**src/common/spic_pkg.sv**
```systemverilog
// Shared constants and carrier types of the power, interrupt and format control block
package spic_pkg;

	// Register offsets on the device's register port
	localparam logic [7:0] SPIC_OFS_POWER  = 8'h2D;
	localparam logic [7:0] SPIC_OFS_ENABLE = 8'h2E;
	localparam logic [7:0] SPIC_OFS_ROUTE  = 8'h2F;
	localparam logic [7:0] SPIC_OFS_FLAGS  = 8'h30;
	localparam logic [7:0] SPIC_OFS_FORMAT = 8'h31;

	// Reset values
	localparam logic [7:0] SPIC_RST_POWER  = 8'h00;
	localparam logic [7:0] SPIC_RST_ENABLE = 8'h00;
	localparam logic [7:0] SPIC_RST_ROUTE  = 8'h00;
	localparam logic [7:0] SPIC_RST_FLAGS  = 8'h02;
	localparam logic [7:0] SPIC_RST_FORMAT = 8'h00;

	// Bits that hold storage; all others read zero and ignore writes
	localparam logic [7:0] SPIC_MASK_POWER  = 8'h3F;
	localparam logic [7:0] SPIC_MASK_IRQ    = 8'h9B;
	localparam logic [7:0] SPIC_MASK_FORMAT = 8'hEF;

	// Power control fields
	localparam int SPIC_PWR_LINK    = 5;
	localparam int SPIC_PWR_AUTO    = 4;
	localparam int SPIC_PWR_MEASURE = 3;
	localparam int SPIC_PWR_SLEEP   = 2;
	localparam int SPIC_PWR_DOZE_LO = 0;

	// Shared interrupt bit layout
	localparam int SPIC_IRQ_DREADY = 7;
	localparam int SPIC_IRQ_ACT    = 4;
	localparam int SPIC_IRQ_INACT  = 3;
	localparam int SPIC_IRQ_WMARK  = 1;
	localparam int SPIC_IRQ_OVRUN  = 0;

	// Format control fields
	localparam int SPIC_FMT_SELFTEST = 7;
	localparam int SPIC_FMT_WIRE3    = 6;
	localparam int SPIC_FMT_INVERT   = 5;
	localparam int SPIC_FMT_WIDE     = 3;
	localparam int SPIC_FMT_LEFT     = 2;
	localparam int SPIC_FMT_RANGE_LO = 0;

	// Sleep-mode reading rates in Hz, by doze code
	localparam logic [3:0] SPIC_DOZE_HZ_0 = 4'h8;
	localparam logic [3:0] SPIC_DOZE_HZ_1 = 4'h4;
	localparam logic [3:0] SPIC_DOZE_HZ_2 = 4'h2;
	localparam logic [3:0] SPIC_DOZE_HZ_3 = 4'h1;

	// Sample widths
	localparam int SPIC_NARROW_BITS = 10;
	localparam int SPIC_RAW_BITS    = 13;
	localparam int SPIC_OUT_BITS    = 16;
	localparam logic [1:0] SPIC_RANGE_WIDEST = 2'h3;

	typedef enum logic [0:0] {
		SPIC_SEEK_INACT,
		SPIC_SEEK_ACT
	} spic_link_t;

	// Event pulses from detectors and the sample path
	typedef struct packed {
		logic dready;
		logic act;
		logic inact;
		logic wmark;
		logic ovrun;
	} spic_evt_t;

	typedef struct packed {
		logic [7:0] power;
		logic [7:0] enable;
		logic [7:0] route;
		logic [7:0] flags;
		logic [7:0] format;
		logic [7:0] rdata;
		spic_link_t link;
		logic       auto_asleep;
		logic       pin_a;
		logic       pin_b;
		logic [15:0] sample;
		logic       sample_vld;
		logic       meas_out;
		logic       sleep_out;
		logic       fifo_out;
		logic [3:0] doze_out;
		logic       act_out;
		logic       inact_out;
	} spic_state_t;

endpackage

```
**src/hdl/spic_ctl.sv**
```systemverilog
// Power-mode, interrupt and output-format control registers of the accelerometer
`timescale 1ns/10ps
`default_nettype none

// Summary of operation
// - Linked mode: activity waits for inactivity, alternating.
// - Unlinked: both detectors run independently.
// - Linked plus auto bit: sleep on inactivity.
// - Measure bit selects standby or measurement.
// - Power-up lands in standby.
// - Sleep suppresses sample event, FIFO writes; doze rate.
// - Asleep, only activity detection runs.
// - Doze code picks 8, 4, 2, 1 Hz.
// - Enable bit permits or blocks each interrupt.
// - Data, watermark, overrun flags ignore enables.
// - Routing bit picks pin; pins OR routed interrupts.
// - Enable, routing, flags share one bit layout.
// - Data flags clear on axis data reads.
// - Reading flags register clears activity, inactivity.
// - Self-test bit applies sensor stimulus.
// - Wire-count bit selects 3-wire or 4-wire.
// - Polarity bit inverts interrupt pins.
// - Wide scale keeps fixed LSB; else 10-bit.
// - Justify bit: left aligned or sign-extended right.
// - Range field picks 1.5, 3, 6, 12 g.
// - Saturate outputs except in widest range.
// - No auto sleep while activity flag pending.
module spic_ctl (
	input  wire logic                 clk_i,
	input  wire logic                 rst_n_i,
	input  wire logic [7:0]           reg_addr_i,
	input  wire logic [7:0]           reg_wdata_i,
	input  wire logic                 reg_wr_i,
	input  wire logic                 reg_rd_i,
	output logic      [7:0]           reg_rdata_o,
	input  wire spic_pkg::spic_evt_t  evt_i,
	input  wire logic                 axis_data_read_i,
	input  wire logic                 raw_vld_i,
	input  wire logic signed [12:0]   raw_sample_i,
	output logic      [15:0]          sample_o,
	output logic                      sample_vld_o,
	output logic                      irq_pin_a_o,
	output logic                      irq_pin_b_o,
	output logic                      measure_mode_o,
	output logic                      sleep_mode_o,
	output logic                      fifo_write_en_o,
	output logic      [3:0]           doze_hz_o,
	output logic                      act_detect_en_o,
	output logic                      inact_detect_en_o,
	output logic                      self_test_o,
	output logic                      wire3_mode_o
);

	spic_pkg::spic_state_t st_r;
	spic_pkg::spic_state_t st_nxt;

	////////////////////////////////////////////////////////////////////////////////
	// Sample formatting

	function automatic logic [15:0] spic_format(
		input logic signed [12:0] raw,
		input logic [7:0]         fmt
	);
		logic [1:0]         rng;
		logic               wide;
		int                 width;
		logic signed [15:0] val;
		logic signed [15:0] vmax;
		logic signed [15:0] vmin;
		logic [15:0]        res;
		rng   = fmt[spic_pkg::SPIC_FMT_RANGE_LO +: 2];
		wide  = fmt[spic_pkg::SPIC_FMT_WIDE];
		val   = 16'(raw);
		width = spic_pkg::SPIC_NARROW_BITS;
		// Narrow mode coarsens the LSB with the range; wide mode grows the width
		if (wide)
		begin
			width = spic_pkg::SPIC_NARROW_BITS + int'(rng);
		end
		else
		begin
			val = val >>> rng;
		end
		vmax = 16'((32'sd1 <<< (width - 1)) - 1);
		vmin = -vmax - 16'sh0001;
		// Clipping avoids rollover; the widest range always fits
		if (rng != spic_pkg::SPIC_RANGE_WIDEST)
		begin
			if (val > vmax)
			begin
				val = vmax;
			end
			else if (val < vmin)
			begin
				val = vmin;
			end
		end
		if (fmt[spic_pkg::SPIC_FMT_LEFT])
		begin
			res = 16'(val) << (spic_pkg::SPIC_OUT_BITS - width);
		end
		else
		begin
			res = 16'(val);
		end
		return res;
	endfunction

	////////////////////////////////////////////////////////////////////////////////
	// Next-state logic

	logic       measure;
	logic       sleeping;
	logic       linked;
	logic       act_ok;
	logic       inact_ok;
	logic       flags_read;
	logic [7:0] set_v;
	logic [7:0] clr_v;
	logic [7:0] pend;
	logic       any_a;
	logic       any_b;

	always_comb
	begin
		st_nxt     = st_r;
		measure    = st_r.power[spic_pkg::SPIC_PWR_MEASURE];
		sleeping   = st_r.power[spic_pkg::SPIC_PWR_SLEEP] | st_r.auto_asleep;
		linked     = st_r.power[spic_pkg::SPIC_PWR_LINK]
			& st_r.enable[spic_pkg::SPIC_IRQ_ACT]
			& st_r.enable[spic_pkg::SPIC_IRQ_INACT];
		flags_read = reg_rd_i && (reg_addr_i == spic_pkg::SPIC_OFS_FLAGS);

		// Linked mode alternates the two detectors; unlinked both run, inactivity only while awake
		act_ok   = measure & st_r.enable[spic_pkg::SPIC_IRQ_ACT]
			& (~linked | (st_r.link == spic_pkg::SPIC_SEEK_ACT));
		inact_ok = measure & ~sleeping & st_r.enable[spic_pkg::SPIC_IRQ_INACT]
			& (~linked | (st_r.link == spic_pkg::SPIC_SEEK_INACT));

		set_v = 8'h00;
		clr_v = 8'h00;
		// Data path flags run regardless of enables; sample event is muted while asleep
		set_v[spic_pkg::SPIC_IRQ_DREADY] = evt_i.dready & measure & ~sleeping;
		set_v[spic_pkg::SPIC_IRQ_WMARK]  = evt_i.wmark;
		set_v[spic_pkg::SPIC_IRQ_OVRUN]  = evt_i.ovrun;
		set_v[spic_pkg::SPIC_IRQ_ACT]    = evt_i.act & act_ok;
		set_v[spic_pkg::SPIC_IRQ_INACT]  = evt_i.inact & inact_ok;
		if (axis_data_read_i)
		begin
			clr_v[spic_pkg::SPIC_IRQ_DREADY] = 1'b1;
			clr_v[spic_pkg::SPIC_IRQ_WMARK]  = 1'b1;
			clr_v[spic_pkg::SPIC_IRQ_OVRUN]  = 1'b1;
		end
		if (flags_read)
		begin
			clr_v[spic_pkg::SPIC_IRQ_ACT]   = 1'b1;
			clr_v[spic_pkg::SPIC_IRQ_INACT] = 1'b1;
		end
		// A new event in the clearing cycle survives
		st_nxt.flags = ((st_r.flags & ~clr_v) | set_v) & spic_pkg::SPIC_MASK_IRQ;

		// Link sequencing and automatic sleep
		if (!linked || !measure)
		begin
			st_nxt.link        = spic_pkg::SPIC_SEEK_INACT;
			st_nxt.auto_asleep = 1'b0;
		end
		else if (set_v[spic_pkg::SPIC_IRQ_INACT])
		begin
			st_nxt.link = spic_pkg::SPIC_SEEK_ACT;
			// A pending activity flag holds the part awake
			if (st_r.power[spic_pkg::SPIC_PWR_AUTO] && !st_r.flags[spic_pkg::SPIC_IRQ_ACT])
			begin
				st_nxt.auto_asleep = 1'b1;
			end
		end
		else if (set_v[spic_pkg::SPIC_IRQ_ACT])
		begin
			st_nxt.link        = spic_pkg::SPIC_SEEK_INACT;
			st_nxt.auto_asleep = 1'b0;
		end
		if (!st_r.power[spic_pkg::SPIC_PWR_AUTO])
		begin
			st_nxt.auto_asleep = 1'b0;
		end

		// Register writes
		if (reg_wr_i)
		begin
			if (reg_addr_i == spic_pkg::SPIC_OFS_POWER)
			begin
				st_nxt.power = reg_wdata_i & spic_pkg::SPIC_MASK_POWER;
			end
			else if (reg_addr_i == spic_pkg::SPIC_OFS_ENABLE)
			begin
				st_nxt.enable = reg_wdata_i & spic_pkg::SPIC_MASK_IRQ;
			end
			else if (reg_addr_i == spic_pkg::SPIC_OFS_ROUTE)
			begin
				st_nxt.route = reg_wdata_i & spic_pkg::SPIC_MASK_IRQ;
			end
			else if (reg_addr_i == spic_pkg::SPIC_OFS_FORMAT)
			begin
				st_nxt.format = reg_wdata_i & spic_pkg::SPIC_MASK_FORMAT;
			end
		end

		// Register reads; flags read out before this cycle's clear
		if (reg_rd_i)
		begin
			if (reg_addr_i == spic_pkg::SPIC_OFS_POWER)
			begin
				st_nxt.rdata = st_r.power;
			end
			else if (reg_addr_i == spic_pkg::SPIC_OFS_ENABLE)
			begin
				st_nxt.rdata = st_r.enable;
			end
			else if (reg_addr_i == spic_pkg::SPIC_OFS_ROUTE)
			begin
				st_nxt.rdata = st_r.route;
			end
			else if (reg_addr_i == spic_pkg::SPIC_OFS_FLAGS)
			begin
				st_nxt.rdata = st_r.flags;
			end
			else if (reg_addr_i == spic_pkg::SPIC_OFS_FORMAT)
			begin
				st_nxt.rdata = st_r.format;
			end
			else
			begin
				st_nxt.rdata = 8'h00;
			end
		end

		// Interrupt pins from the next flag state so a clear drops the pin at once
		pend  = st_nxt.flags & st_r.enable;
		any_a = |(pend & ~st_r.route);
		any_b = |(pend & st_r.route);
		st_nxt.pin_a = any_a ^ st_r.format[spic_pkg::SPIC_FMT_INVERT];
		st_nxt.pin_b = any_b ^ st_r.format[spic_pkg::SPIC_FMT_INVERT];

		// Mode outputs lag the power register by one cycle
		st_nxt.meas_out  = measure;
		st_nxt.sleep_out = sleeping;
		st_nxt.fifo_out  = measure & ~sleeping;
		case (st_r.power[spic_pkg::SPIC_PWR_DOZE_LO +: 2])
			2'h0: st_nxt.doze_out = spic_pkg::SPIC_DOZE_HZ_0;
			2'h1: st_nxt.doze_out = spic_pkg::SPIC_DOZE_HZ_1;
			2'h2: st_nxt.doze_out = spic_pkg::SPIC_DOZE_HZ_2;
			default: st_nxt.doze_out = spic_pkg::SPIC_DOZE_HZ_3;
		endcase
		st_nxt.act_out   = act_ok;
		st_nxt.inact_out = inact_ok;

		// Formatted sample, held until the next raw sample in measurement mode
		st_nxt.sample_vld = raw_vld_i & measure;
		if (raw_vld_i && measure)
		begin
			st_nxt.sample = spic_format(raw_sample_i, st_r.format);
		end
	end

	////////////////////////////////////////////////////////////////////////////////
	// State register

	always_ff @(posedge clk_i or negedge rst_n_i)
	begin
		if (!rst_n_i)
		begin
			st_r.power       <= spic_pkg::SPIC_RST_POWER;
			st_r.enable      <= spic_pkg::SPIC_RST_ENABLE;
			st_r.route       <= spic_pkg::SPIC_RST_ROUTE;
			st_r.flags       <= spic_pkg::SPIC_RST_FLAGS;
			st_r.format      <= spic_pkg::SPIC_RST_FORMAT;
			st_r.rdata       <= 8'h00;
			st_r.link        <= spic_pkg::SPIC_SEEK_INACT;
			st_r.auto_asleep <= 1'b0;
			st_r.pin_a       <= 1'b0;
			st_r.pin_b       <= 1'b0;
			st_r.sample      <= 16'h0000;
			st_r.sample_vld  <= 1'b0;
			st_r.meas_out    <= 1'b0;
			st_r.sleep_out   <= 1'b0;
			st_r.fifo_out    <= 1'b0;
			st_r.doze_out    <= spic_pkg::SPIC_DOZE_HZ_0;
			st_r.act_out     <= 1'b0;
			st_r.inact_out   <= 1'b0;
		end
		else
		begin
			st_r <= st_nxt;
		end
	end

	////////////////////////////////////////////////////////////////////////////////
	// Outputs, each a flip-flop or a flip-flop bit

	assign reg_rdata_o       = st_r.rdata;
	assign sample_o          = st_r.sample;
	assign sample_vld_o      = st_r.sample_vld;
	assign irq_pin_a_o       = st_r.pin_a;
	assign irq_pin_b_o       = st_r.pin_b;
	assign measure_mode_o    = st_r.meas_out;
	assign sleep_mode_o      = st_r.sleep_out;
	assign fifo_write_en_o   = st_r.fifo_out;
	assign doze_hz_o         = st_r.doze_out;
	assign act_detect_en_o   = st_r.act_out;
	assign inact_detect_en_o = st_r.inact_out;
	assign self_test_o       = st_r.format[spic_pkg::SPIC_FMT_SELFTEST];
	assign wire3_mode_o      = st_r.format[spic_pkg::SPIC_FMT_WIRE3];

endmodule

`default_nettype wire

```
**config.mk**
```make
export PLATFORM = sky130hd
export DESIGN_NAME = spic_ctl
export DESIGN_NICKNAME = d
export VERILOG_FILES = /design/src/common/spic_pkg.sv /design/src/hdl/spic_ctl.sv
export SDC_FILE = /design/constraint.sdc
export NUM_CORES = 1
export LEC_CHECK = 0
export ABC_CLOCK_PERIOD_IN_PS = 11500
export BUFFER_PORTS_ARGS = -buffer_cell sky130_fd_sc_hd__buf_2
export CAP_MARGIN = 40
export CORE_MARGIN = 4
export CORE_UTILIZATION = 50
export CTS_BUF_LIST = sky130_fd_sc_hd__clkbuf_8
export DETAILED_ROUTE_END_ITERATION = 10
export GPL_ROUTABILITY_DRIVEN = 0
export GPL_TIMING_DRIVEN = 0
export PLACE_DENSITY = 0.71
export SYNTH_ARGS = -nofsm -noshare
export SYNTH_HDL_FRONTEND = slang
export SYNTH_SLANG_ARGS = --single-unit
```
**constraint.sdc**
```tcl
create_clock -name clk_i -period 11.5 [get_ports clk_i]
set_input_delay 1.725 -clock clk_i [delete_from_list [all_inputs] [get_ports clk_i]]
set_output_delay 1.725 -clock clk_i [all_outputs]
set_load 0.02 [all_outputs]
```
==> results of run 1 <==
-- power breakdown --
part	internal (mW)	switching, mW	total (mW)
logic	0.0998	0.133	0.232
clock network	0.102	0.102	0.203
registers	0.258	0.0164	0.274
total	0.459	0.251	0.710
-- per-stage QoR --
step           cell area [um2]  power, mW
2_1_floorplan             5550      0.439
3_3_place_gp              6100      0.502
3_5_place_dp              6120      0.507
4_1_cts                   6320      0.710
5_1_grt                   6320      0.745
6_report                  6320      0.710
-- final cells by class --
type | instances | area, um2 | share of cell area
Clock buffer | 9 | 124 | 0.0196
Tap cell | 140 | 175 | 0.0277
Sequential cell | 66 | 1650 | 0.262
Multi-Input combinational cell | 468 | 3330 | 0.527
Inverter | 28 | 110 | 0.0174
Timing Repair Buffer | 77 | 400 | 0.0633
Clock inverter | 7 | 76.3 | 0.0121
Buffer | 65 | 452 | 0.0714
-- how the worst max path moves through the flow --
stage,startpoint,endpoint,cells after the start
final,st_r[41],sample_o[11],21
after global routing,st_r[41],sample_o[11],21
after CTS,st_r[41],sample_o[11],21
after detailed placement,raw_sample_i[12],sample_o[11],16
after global placement,raw_sample_i[12],sample_o[11],16
after floorplan,raw_sample_i[12],sample_o[7],15
-- logic make-up (layout without fill, tap and decap cells) --
family | count (synthesis) | count (layout)
multiplexers | 51 | 51
adder cells (fa/ha/maj) | 33 | 33
AO/OA/AOI/OAI | 187 | 187
flip-flops | 66 | 66
buffers and inverters | 93 | 186
AND/OR/NAND/NOR | 183 | 183
XOR/XNOR | 2 | 2
other | 2 | 12
-- metal layers --
metal / track usage / up-vias / share of wire
met5: 0 / - / 0
met4: 0.0889 / 0 / 0.026
met3: 0.0535 / 51 / 0.085
met2: 0.395 / 277 / 0.46
met1: 0.336 / 2469 / 0.43
li1: - / 2437 / -
-- critical path, delay by kind of cell (launching register included) --
kind                     cells  cell delay [ns]
AND/OR/NAND/NOR              6             1.31
flip-flops                   1             0.34
AO/OA/AOI/OAI                6             1.72
buffers and inverters        7             2.15
adder cells (fa/ha/maj)      2             0.58
-- cell usage after synthesis (12+ instances only) --
master,count,area share
clkbuf_1,20,0.014
o211ai_1,12,0.016
buf_4,29,0.040
dfrtp_1,64,0.29
mux2_2,33,0.067
nand3_1,12,0.011
mux2i_1,17,0.031
a21oi_1,31,0.028
nand2_1,62,0.042
inv_1,26,0.018
nor2_1,51,0.035
o21ai_0,32,0.029
ha_1,33,0.075
nor3_1,12,0.011
-- state kept, by name (all words and copies together), names as in the netlist, 4 cells and up --
register and flops:
doze_hz_o 4, reg_rdata_o 8, sample_o 16, st_r 27
==> results.env, run 1 <==
HOLD_SP='sample_o[0]'
SETUP_TOTAL_NEGATIVE_SLACK_NS=0
SYNTH.AREA.MUX_SHARE=0.103
BUFFER_PORTS.INSERTED=76
GRT_OVERFLOW_TOTAL=0
GRT_START_MAX_NET_PINS=39
R2R_START='st_r[41]'
CLOCK_PIN_SLEW_ON_THE_WORST_SETUP_AND_HOLD_PATHS_NS=0.08
SYN2LAYOUT_AREA_GROWTH_PCT=14.8
REG2REG_SETUP_SLACK_NS=5.26
SEQ_AREA_FRAC_SYNTH=0.300
CRITPATHARRIVALTIME_NS=6.49
WORST_PATH_MAX_DELAY_CELL='clkbuf_1'
FIN_NETS=788
IO_PINS=78
WL_UM=15700
SETUP-VIOLATIONS-FINAL=0
DRV.MAX_CAP_VIOLATION_COUNT=0
SYNTH.LIB_CELLS_USED.DISTINCT=84
INITIAL_CORE_UTIL=0.510
CLOCK.FMAX_MHz=160
CTS.REPAIR.RESIZED=0
SYNTH-COMPOUND-AREA-SHARE=0.258
HOLD_VIOLATIONS=0
SYNTHESIS.YOSYS.WARNINGS=0
GRT_SETUP_UNREPAIRED='false'
VDD.IR_DROP.WORST_mV=0.0858
CTS-ROOT-BUF='clkbuf_8'
FF2FF_PATH_DEPTH=21
LAYOUT.CELLS.NON_FILLER=860
CLOCK_PATH_BUFFERS=2
POST-DP-HPWL_UM=12000
WORSTSETUPENDPOINTTYPE='flop'
YS_ASYNC_SR_FRACTION=1.00
STATUS='finished clean'
PINS_OVER_THEIR_SLEW_LIMIT=0
P_LEAK_nW=2.89
POST_SYNTHESIS_REGISTER_BIT_COUNT=66
CRITICAL_PATH.MOST_COMMON_CELL='clkbuf_1'
FLOORPLAN.DIE_AREA_UM2=12800
MIN_DELAY_WORST_ENDPOINT='sample_o[0]'
FINAL_CRITICAL_PATH_SETUP_SLACK_NS=5.26
HOLD_PATH.CLASS='reg2reg'
HOLD_BUFFERS=0
VIAS_PER_INST=6.09
DRC=0
CHIPWIDTH_UM=113
SLEW_AT_THE_PIN_CLOSEST_TO_ITS_MAX_SLEW_LIMIT_NS=0.914
N_FILL_CELL=962
POST_SYNTH_INST_COUNT=617
ROUTE.ANTENNA.REMAINING_NETS=0
LAYOUT_COMMONEST_CELL='buf_2'
SYNTH_XOR_XNOR_AREA_SHARE=0.00318
DRIVE_ABOVE_1_SHARE=0.279
CRIT_PATH_START_KIND='flop'
FLOORPLAN.DIE.HEIGHT_UM=113
RELSLEWSLACK=0.385
FIRST_GLOBAL_VIAS=5175
WORST_HOLD_SLACK_NS=0.489
PLACE.DETAILED.INSTANCES=844
CP_DATA_REQUIRED_TIME_NS=11.74
FINALWORSTPATHREQUIREDPERIOD_NS=6.24
CTS_TREE='built'
TOTAL_NUMBER_OF_PLACEMENT_ROWS=38
YOSYS.AREA_SHARE.SIMPLE=0.158
CORE_AREA_UM2=10800
MIN_DELAY_PATH_DEPTH=2
DETAIL_ROUTE.FIRST_PASS.ITERATIONS=5
FINALCRITPERIODSHARE=0.543
AVGSYNTHCELLAREA_UM2=8.93
GRT_UTIL_ALL_LAYERS=0.249
SYNTH-MAIN-FF-CELL='dfrtp_1'
DR.FIRST_ITER.DRC_COUNT=435
SYNTH_CELL_AREA_UM2=5510
LARGEST_FAMILY_OF_LOGIC_CELLS_BY_SYNTHESIZED_AREA='compound AO/OA/AOI/OAI gates'
PLACE_WORST_SETUP_SLACK_NS=5.36
UTILIZATION=0.586
CTS_BUF_COUNT=9
WL_PER_CELL_UM=18.3
CRITPATHMAXSTAGEDELAY_NS=0.52
FINAL.SETUP_SKEW_NS=0.00907
REG_TO_REG_CRITICAL_PATH_ENDPOINT='sample_o[11]'
P_PER_AREA_nW_PER_UM2=112
CRITICAL_PATH.MAX_FANOUT=10
ROUTE.VIAS.TOTAL=5234
GRT_ANTENNA_BEFORE_REPAIR=0
WORSTSETUPPATHTYPE='reg2reg'
CLOCK_SINK_COUNT=66
NUMBER_OF_FLOPS_MAPPED_TO_ENABLE_CELLS_BY_YOSYS=0
CTS.REPAIR_TIMING.SETUP_BUFFER_COUNT=0
SYNTH-ADDER-AREA-SHARE=0.0749
NUMBER_OF_DIODES=0
CLKLATENCYLATEPIN_NS=0.36
CRITICAL_PATH.CELL_CHAIN='buf_6 -> clkbuf_1 -> clkbuf_1 -> and2_1 -> clkinv_1 -> clkbuf_1 -> ha_1 -> nor3b_2 -> inv_1 -> o21ai_0 -> ha_1 -> nand4_1 -> nor3_1 -> o221ai_1 -> a21oi_1 -> clkbuf_1 -> nand2_1 -> a22oi_2 -> o32a_1 -> nand3_1 -> o32a_1'
GRT_PASS1_WL_UM=25800
LEADING_CELL_TYPES_IN_THE_LAYOUT_FILL_AND_TAPS_EXCLUDED='79 x buf_2, 64 x dfrtp_1, 62 x nand2_1'
HTREE_LEVELS=3
(Power assumes the default switching activity.)
==> run 2: changes to the inputs <==
- ABC_CLOCK_PERIOD_IN_PS: 11500 -> 5400
- PLACE_DENSITY: 0.71 -> 0.74
- clock period: 11.5 -> 5.4 ns (I/O delays scaled with it)
==> results.env, run 2 (synthesis gave the netlist of run 1 again) <==
STATUS='finished clean'
SETUP-VIOLATIONS-FINAL=0  # unchanged
CRITPATHBUFINV=5  # -2
DR.FIRST_ITER.DRC_COUNT=485  # +11%
NUMBER_OF_DIODES=0  # unchanged
GRT_ANTENNA_BEFORE_REPAIR=0  # unchanged
DRC=0  # unchanged
DRIVE_ABOVE_1_SHARE=0.292  # +0.0125
SYN2LAYOUT_AREA_GROWTH_PCT=16.3
WL_PER_CELL_UM=18.5  # +1.2%
DRV.MAX_CAP_VIOLATION_COUNT=0  # unchanged
FINALCRITPERIODSHARE=0.962  # +0.419
REGMOSTFLOPS='st_r'
CORE_AREA_UM2=10800  # unchanged
CLOCK_PIN_SLEW_ON_THE_WORST_SETUP_AND_HOLD_PATHS_NS=0.08  # about the same
CRITICAL_PATH.TOP_DELAY_FAMILY='compound AO/OA/AOI/OAI gates'
N_FILL_CELL=942  # -2.1%
P_LEAK_nW=2.91  # +0.95%
CTS_TREE='built'
SLEW_AT_THE_PIN_CLOSEST_TO_ITS_MAX_SLEW_LIMIT_NS=0.883  # -0.0303 ns
CRIT_PATH_START_KIND='flop'
INSTANCE_AREA_AT_PLACEMENT_UM2=6120  # unchanged
INITIAL_CORE_UTIL=0.510  # unchanged
MAX_REG_FLOPS=27  # unchanged
FLOORPLAN.DIE_AREA_UM2=12800  # unchanged
GRT_PASS1_WL_UM=25900  # +0.56%
CRITPATHARRIVALTIME_NS=5.43  # -1.06 ns
CLOCK_SINK_COUNT=66  # unchanged
FLOORPLAN.DIE.HEIGHT_UM=113  # unchanged
GRT_UTIL_ALL_LAYERS=0.251  # +0.00223
CRITICAL_PATH.MAX_FANOUT=10  # unchanged
LAYOUT_COMMONEST_CELL='buf_2'
CTS-ROOT-BUF='clkbuf_8'
HOLD_PATH.CLASS='in2async'
GRT_OVERFLOW_TOTAL=0  # unchanged
HTREE_LEVELS=3  # unchanged
ROUTE.ANTENNA.REMAINING_NETS=0  # unchanged
WORST_PATH_MAX_DELAY_CELL='a22oi_2'
FIRST_GLOBAL_VIAS=5187  # +0.23%
WL_UM=15900  # +1.2%
CLKLATENCYLATEPIN_NS=0.35  # about the same
RELSLEWSLACK=0.405  # +0.0204
CLOCK_PATH_BUFFERS=2  # unchanged
CTS_BUF_COUNT=9  # unchanged
FIN_NETS=788  # unchanged
CLOCK.FMAX_MHz=193  # +20%
DETAIL_ROUTE.FIRST_PASS.ITERATIONS=5  # unchanged
FINAL_AREA_UM2=6410  # +1.3%
POST-DP-HPWL_UM=12100  # +1.2%
GRT_START_MAX_NET_PINS=39  # unchanged
CRITICAL_PATH.CELL_CHAIN='buf_2 -> clkbuf_4 -> and2_1 -> clkinvlp_4 -> buf_2 -> ha_1 -> and2_1 -> inv_1 -> ha_1 -> a211oi_1 -> o21ai_0 -> a211o_1 -> o21ai_4 -> o22ai_1 -> a22oi_2 -> o32a_1 -> nand3_1 -> o32a_1'
BUFFER_PORTS.INSERTED=76  # unchanged
VIAS_PER_INST=6.11  # +0.34%
CP_DATA_REQUIRED_TIME_NS=5.63  # -6.11 ns
VDD.IR_DROP.WORST_mV=0.252  # +190%
P_TOTAL_mW=1.56  # +120%
FINAL.SETUP_SKEW_NS=0.00879  # -0.000274 ns
ROUTE.VIAS.TOTAL=5252  # +0.34%
CRITPATHMAXSTAGEDELAY_NS=0.41  # -0.11 ns
IO_PINS=78  # unchanged
P_PER_AREA_nW_PER_UM2=244  # +120%
WORSTSETUPPATHTYPE='reg2reg'
WORSTSETUPENDPOINTTYPE='flop'
LEADING_CELL_TYPES_IN_THE_LAYOUT_FILL_AND_TAPS_EXCLUDED='79 x buf_2, 64 x dfrtp_1, 62 x nand2_1'
TOTAL_NUMBER_OF_PLACEMENT_ROWS=38  # unchanged
HOLD_VIOLATIONS=0  # unchanged
FINALWORSTPATHREQUIREDPERIOD_NS=5.19  # -1.05 ns
CHIPWIDTH_UM=113  # unchanged
PINS_OVER_THEIR_SLEW_LIMIT=0  # unchanged
[run 2: layout make-up]
class	count	area [um2]	share of cell area
sequential	66	1650	0.258
clock buffer	10	138	0.0215
clock inverter	6	88.8	0.0139
tap	140	175	0.0273
inverter	28	114	0.0178
multi-input combinational	468	3370	0.526
timing repair buffer	78	408	0.0637
buffer	64	457	0.0713
[run 2: per-stage QoR]
step	setup TNS [ns]	setup WS, ns	cells	hold slack [ns]	utilization
after floorplan	0	0.697	627	0.426	-
after global placement	-2.09	-0.391	843	0.470	0.565
after detailed placement	-3.70	-0.502	844	0.481	0.567
after CTS	0	0.0756	859	0.499	0.589
after global routing	-0.0150	-0.00957	860	0.513	0.594
final	0	0.207	860	0.490	0.594
[run 2: path summary, 6_finish.rpt]
check,endpoint,startpoint,slack [ns],depth (start not counted)
min in group clk_i,sample_o[12],sample_o[12],0.50,2
max in group asynchronous,st_r[50],rst_n_i,4.28,2
worst max register to register,sample_o[11],st_r[38],0.21,18
worst min-delay path,sample_o[15],rst_n_i,0.49,1
worst max-delay path,sample_o[11],st_r[38],0.21,18
worst min register to register,sample_o[12],sample_o[12],0.50,2
[run 2: per-layer routing]
metal	track usage	vias up	wire length (um)
met5	0	-	0
met3	0.0524	64	1300
met1	0.324	2457	6490
met4	0.105	0	544
met2	0.411	294	7560
li1	-	2437	-
[run 2: power breakdown]
group / switching [mW] / internal [mW] / total [mW]
clock network: 0.202 / 0.273 / 0.475
registers: 0.0361 / 0.549 / 0.585
logic: 0.287 / 0.216 / 0.503
total: 0.525 / 1.04 / 1.56
[run 2: timing repair]
action,4_1_cts,5_1_grt
pin swaps,0,2
setup buffers,0,1
endpoints found under the setup margin,15,15
hold buffers,0,0
resized for setup,3,14
[run 2: worst reg2reg max path: stages (launching register included)]
cell and delay [ns]:
dfrtp_1 0.38, buf_2 0.25, clkbuf_4 0.27, and2_1 0.22
clkinvlp_4 0.19, buf_2 0.24, ha_1 0.31, and2_1 0.21
inv_1 0.16, ha_1 0.30, a211oi_1 0.28, o21ai_0 0.26
a211o_1 0.39, o21ai_4 0.35, o22ai_1 0.17, a22oi_2 0.41
o32a_1 0.24, nand3_1 0.09, o32a_1 0.36
==> run 3: changes to the inputs <==
- ABC_AREA: unset -> 1
==> results.env, run 3 <==
VDD.IR_DROP.WORST_mV=0.129  # -49%
HOLD_VIOLATIONS=0  # unchanged
FIRST_GLOBAL_VIAS=5350  # +3.1%
SYNTH_MOST_COMMON_CELL='nand2_1'
SYNTH_CELL_AREA_UM2=5270  # -4.3%
PWR-SHARE-SEQ=0.412  # +0.038
HTREE_LEVELS=3  # unchanged
MAX_REG_FLOPS=27  # unchanged
PLACE_WORST_SETUP_SLACK_NS=1.18  # +1.68 ns
CP_DATA_REQUIRED_TIME_NS=5.68  # +0.05 ns
P_PER_AREA_nW_PER_UM2=223  # -8.7%
PLACE.DETAILED.INSTANCES=993  # +18%
GRT_PASS1_WL_UM=25200  # -2.9%
CRITPATHBUFINV=6  # +1
STARTPOINT='st_r[41]'
NUMBER_OF_DIODES=0  # unchanged
INTPOWER_mW=0.870  # -16%
LAYOUT.CELLS.NON_FILLER=1010  # +17%
DRV.MAX_CAP_VIOLATION_COUNT=0  # unchanged
CTS_BUF_COUNT=9  # unchanged
FINALCRITPERIODSHARE=0.800  # -0.162
FLOORPLAN.DIE_AREA_UM2=12200  # -4.0%
SYNTH_XOR_XNOR_AREA_SHARE=0.00332  # +0.000143
LAYOUT_COMMONEST_CELL='nand2_1'
UTILIZATION=0.588  # -0.00517
INSTANCE_AREA_AT_PLACEMENT_UM2=5870  # -4.2%
CHIPWIDTH_UM=111  # -2.0%
NUMBER_OF_FLOPS_MAPPED_TO_ENABLE_CELLS_BY_YOSYS=0  # unchanged
SLEW_AT_THE_PIN_CLOSEST_TO_ITS_MAX_SLEW_LIMIT_NS=0.822  # -0.0610 ns
INITIAL_CORE_UTIL=0.513  # +0.00247
P_TOTAL_mW=1.35  # -14%
SYNTH.AREA.MUX_SHARE=0.0102  # -0.0929
CTS-ROOT-BUF='clkbuf_8'
CRITICAL_PATH.MAX_FANOUT=10  # unchanged
YS_ASYNC_SR_FRACTION=1.00  # unchanged
P_SW_mW=0.477  # -9.1%
BUFFER_PORTS.INSERTED=76  # unchanged
RELSLEWSLACK=0.448  # +0.0427
FINAL_CRITICAL_PATH_SETUP_SLACK_NS=1.08  # +0.874 ns
WL_UM=14800  # -7.0%
AVGSYNTHCELLAREA_UM2=6.85  # -23%
GRT_OVERFLOW_TOTAL=0  # unchanged
SEQ_AREA_FRAC_SYNTH=0.314  # +0.0135
SHARE_COMB_OF_TOTAL_POWER=0.316  # -0.005
LARGEST_FAMILY_OF_LOGIC_CELLS_BY_SYNTHESIZED_AREA='simple AND/OR/NAND/NOR gates'
GRT_SETUP_UNREPAIRED='false'
CRITPATHMAXSTAGEDELAY_NS=0.60  # +0.19 ns
CRITPATHARRIVALTIME_NS=4.60  # -0.83 ns
CTS.REPAIR_TIMING.SETUP_BUFFER_COUNT=0  # unchanged
P_LEAK_nW=3.32  # +14%
R2R_START='st_r[41]'
SYNTHESIS.YOSYS.WARNINGS=0  # unchanged
VIAS_PER_INST=5.55  # -9.2%
MULTI_INPUT_COMB_AREA_UM2=2960  # -12%
LEADING_CELL_TYPES_IN_THE_LAYOUT_FILL_AND_TAPS_EXCLUDED='207 x nand2_1, 109 x nand3_1, 98 x inv_1'
FLOORPLAN.DIE.HEIGHT_UM=111  # -2.0%
SYNTHDOMINANTCELLAREASHARE=0.304  # +0.0131
CLOCK_PATH_BUFFERS=2  # unchanged
FINAL.SETUP_SKEW_NS=0.00867  # -0.000125 ns
WORSTSETUPENDPOINTTYPE='flop'
GRT_ANTENNA_BEFORE_REPAIR=0  # unchanged
IO_PINS=78  # unchanged
CLOCK_SINK_COUNT=66  # unchanged
WL_PER_CELL_UM=14.6  # -21%
HOLD_PATH.CLASS='reg2reg'
WORSTSETUPPATHTYPE='reg2reg'
DRC=0  # unchanged
HOLD_BUFFERS=0  # unchanged
STATUS='finished clean'
CLKLATENCYLATEPIN_NS=0.34  # about the same
CLOCK_PIN_SLEW_ON_THE_WORST_SETUP_AND_HOLD_PATHS_NS=0.06  # -0.02 ns
CRITICAL_PATH.TOP_DELAY_FAMILY='simple AND/OR/NAND/NOR gates'
CTS_TREE='built'
REGMOSTFLOPS='st_r'
SETUP-VIOLATIONS-FINAL=0  # unchanged
N_FILL_CELL=1027  # +9.0%
WORST_PATH_MAX_DELAY_CELL='o21ai_0'
SETUP_TOTAL_NEGATIVE_SLACK_NS=0  # unchanged
CRITICAL_PATH.CELL_CHAIN='buf_2 -> inv_1 -> clkbuf_1 -> o21ai_0 -> ha_1 -> nor4_1 -> nand2_1 -> a21boi_1 -> nor2_2 -> nand2_1 -> nand2_2 -> nand2_4 -> nand2_4 -> inv_4 -> nand2_4 -> nand2_2 -> inv_2 -> o21ai_1 -> nand3_1 -> nand3_1 -> nand2_1 -> inv_1'
REGAREA_UM2=1650  # unchanged
YS_TOP_CELLS_BY_AREA='dfrtp_1 30%, nand2_1 15%, nand3_1 10%'
POWER_SWITCHING_SHARE=0.354  # +0.0184
SYNTH-ADDER-AREA-SHARE=0.0783  # +0.00338
FINAL_AREA_UM2=6050  # -5.6%
NETLIST_TOP_CELLS_COUNT='207 x nand2_1, 109 x nand3_1, 95 x inv_1'
FINALWORSTPATHREQUIREDPERIOD_NS=4.32  # -0.874 ns
SYNTH_TOP_AREA_CELL='dfrtp_1'
FIN_NETS=942  # +20%
CORE_AREA_UM2=10300  # -4.8%
PINS_OVER_THEIR_SLEW_LIMIT=0  # unchanged
DR.FIRST_ITER.DRC_COUNT=463  # -4.5%
SYNTH-COMPOUND-AREA-SHARE=0.124  # -0.133
WORST_HOLD_SLACK_NS=0.441  # -0.0487 ns
ROUTE.ANTENNA.REMAINING_NETS=0  # unchanged
POST-DP-HPWL_UM=11500  # -5.5%
YOSYS.AREA_SHARE.SIMPLE=0.336  # +0.179
TOTAL_NUMBER_OF_PLACEMENT_ROWS=37  # -2.6%
SYN2LAYOUT_AREA_GROWTH_PCT=14.7
GRT_UTIL_ALL_LAYERS=0.243  # -0.00781
DRIVE_ABOVE_1_SHARE=0.185  # -0.106
SYNTH.LIB_CELLS_USED.DISTINCT=43  # -49%
ROUTE.VIAS.TOTAL=5601  # +6.6%
CRIT_PATH_START_KIND='flop'
HOLD_SP='st_r[70]'
DETAIL_ROUTE.FIRST_PASS.ITERATIONS=7  # +2
CLOCK.FMAX_MHz=232  # +20%
CLK_PWR_SHARE=0.272  # -0.032
POST_SYNTHESIS_REGISTER_BIT_COUNT=66  # unchanged
POST_SYNTH_INST_COUNT=770  # +25%
SYNTH-MAIN-FF-CELL='dfrtp_1'
CTS.REPAIR.RESIZED=0  # -3
GRT_START_MAX_NET_PINS=67  # +72%
[run 3: layer usage]
layer	up-vias	wire length, um	track usage
met3	57	1260	0.0420
met2	308	6880	0.395
met5	-	0	0
met4	0	518	0.0952
met1	2553	6130	0.323
li1	2683	-	-
[run 3: cells by family after synthesis]
logic type,Yosys count
AOI/OAI and AO/OA,112
xor gates and xnor gates,2
adders and majority gates,33
buffers and inverters,155
DFF,66
muxes,5
other,2
and+or+nand+nor,395
[run 3: final cells by class]
| cell class | instances | area share |
|---|---|---|
| Timing Repair Buffer | 78 | 0.0650 |
| Buffer | 53 | 0.0515 |
| Tap cell | 136 | 0.0281 |
| Clock buffer | 11 | 0.0250 |
| Inverter | 102 | 0.0637 |
| Multi-Input combinational cell | 559 | 0.489 |
| Clock inverter | 5 | 0.00393 |
| Sequential cell | 66 | 0.274 |
[run 3: worst paths after layout]
path	endpoint	slack, ns	depth (start not counted)
worst max register to register	sample_o[6]	1.08	22
worst min register to register	doze_hz_o[3]	0.44	1
worst max-delay path	sample_o[6]	1.08	22
min in group asynchronous	sample_o[2]	0.54	1
max in group asynchronous	st_r[75]	4.30	1
worst min-delay path	doze_hz_o[3]	0.44	1
[run 3: power groups by stage]
stage	logic [mW]	registers (mW)	clock network (mW)
CTS	0.416	0.555	0.376
floorplan	0.289	0.564	0
finish	0.425	0.555	0.367
global route	0.472	0.560	0.399
global placement	0.403	0.562	0
detailed placement	0.414	0.564	0
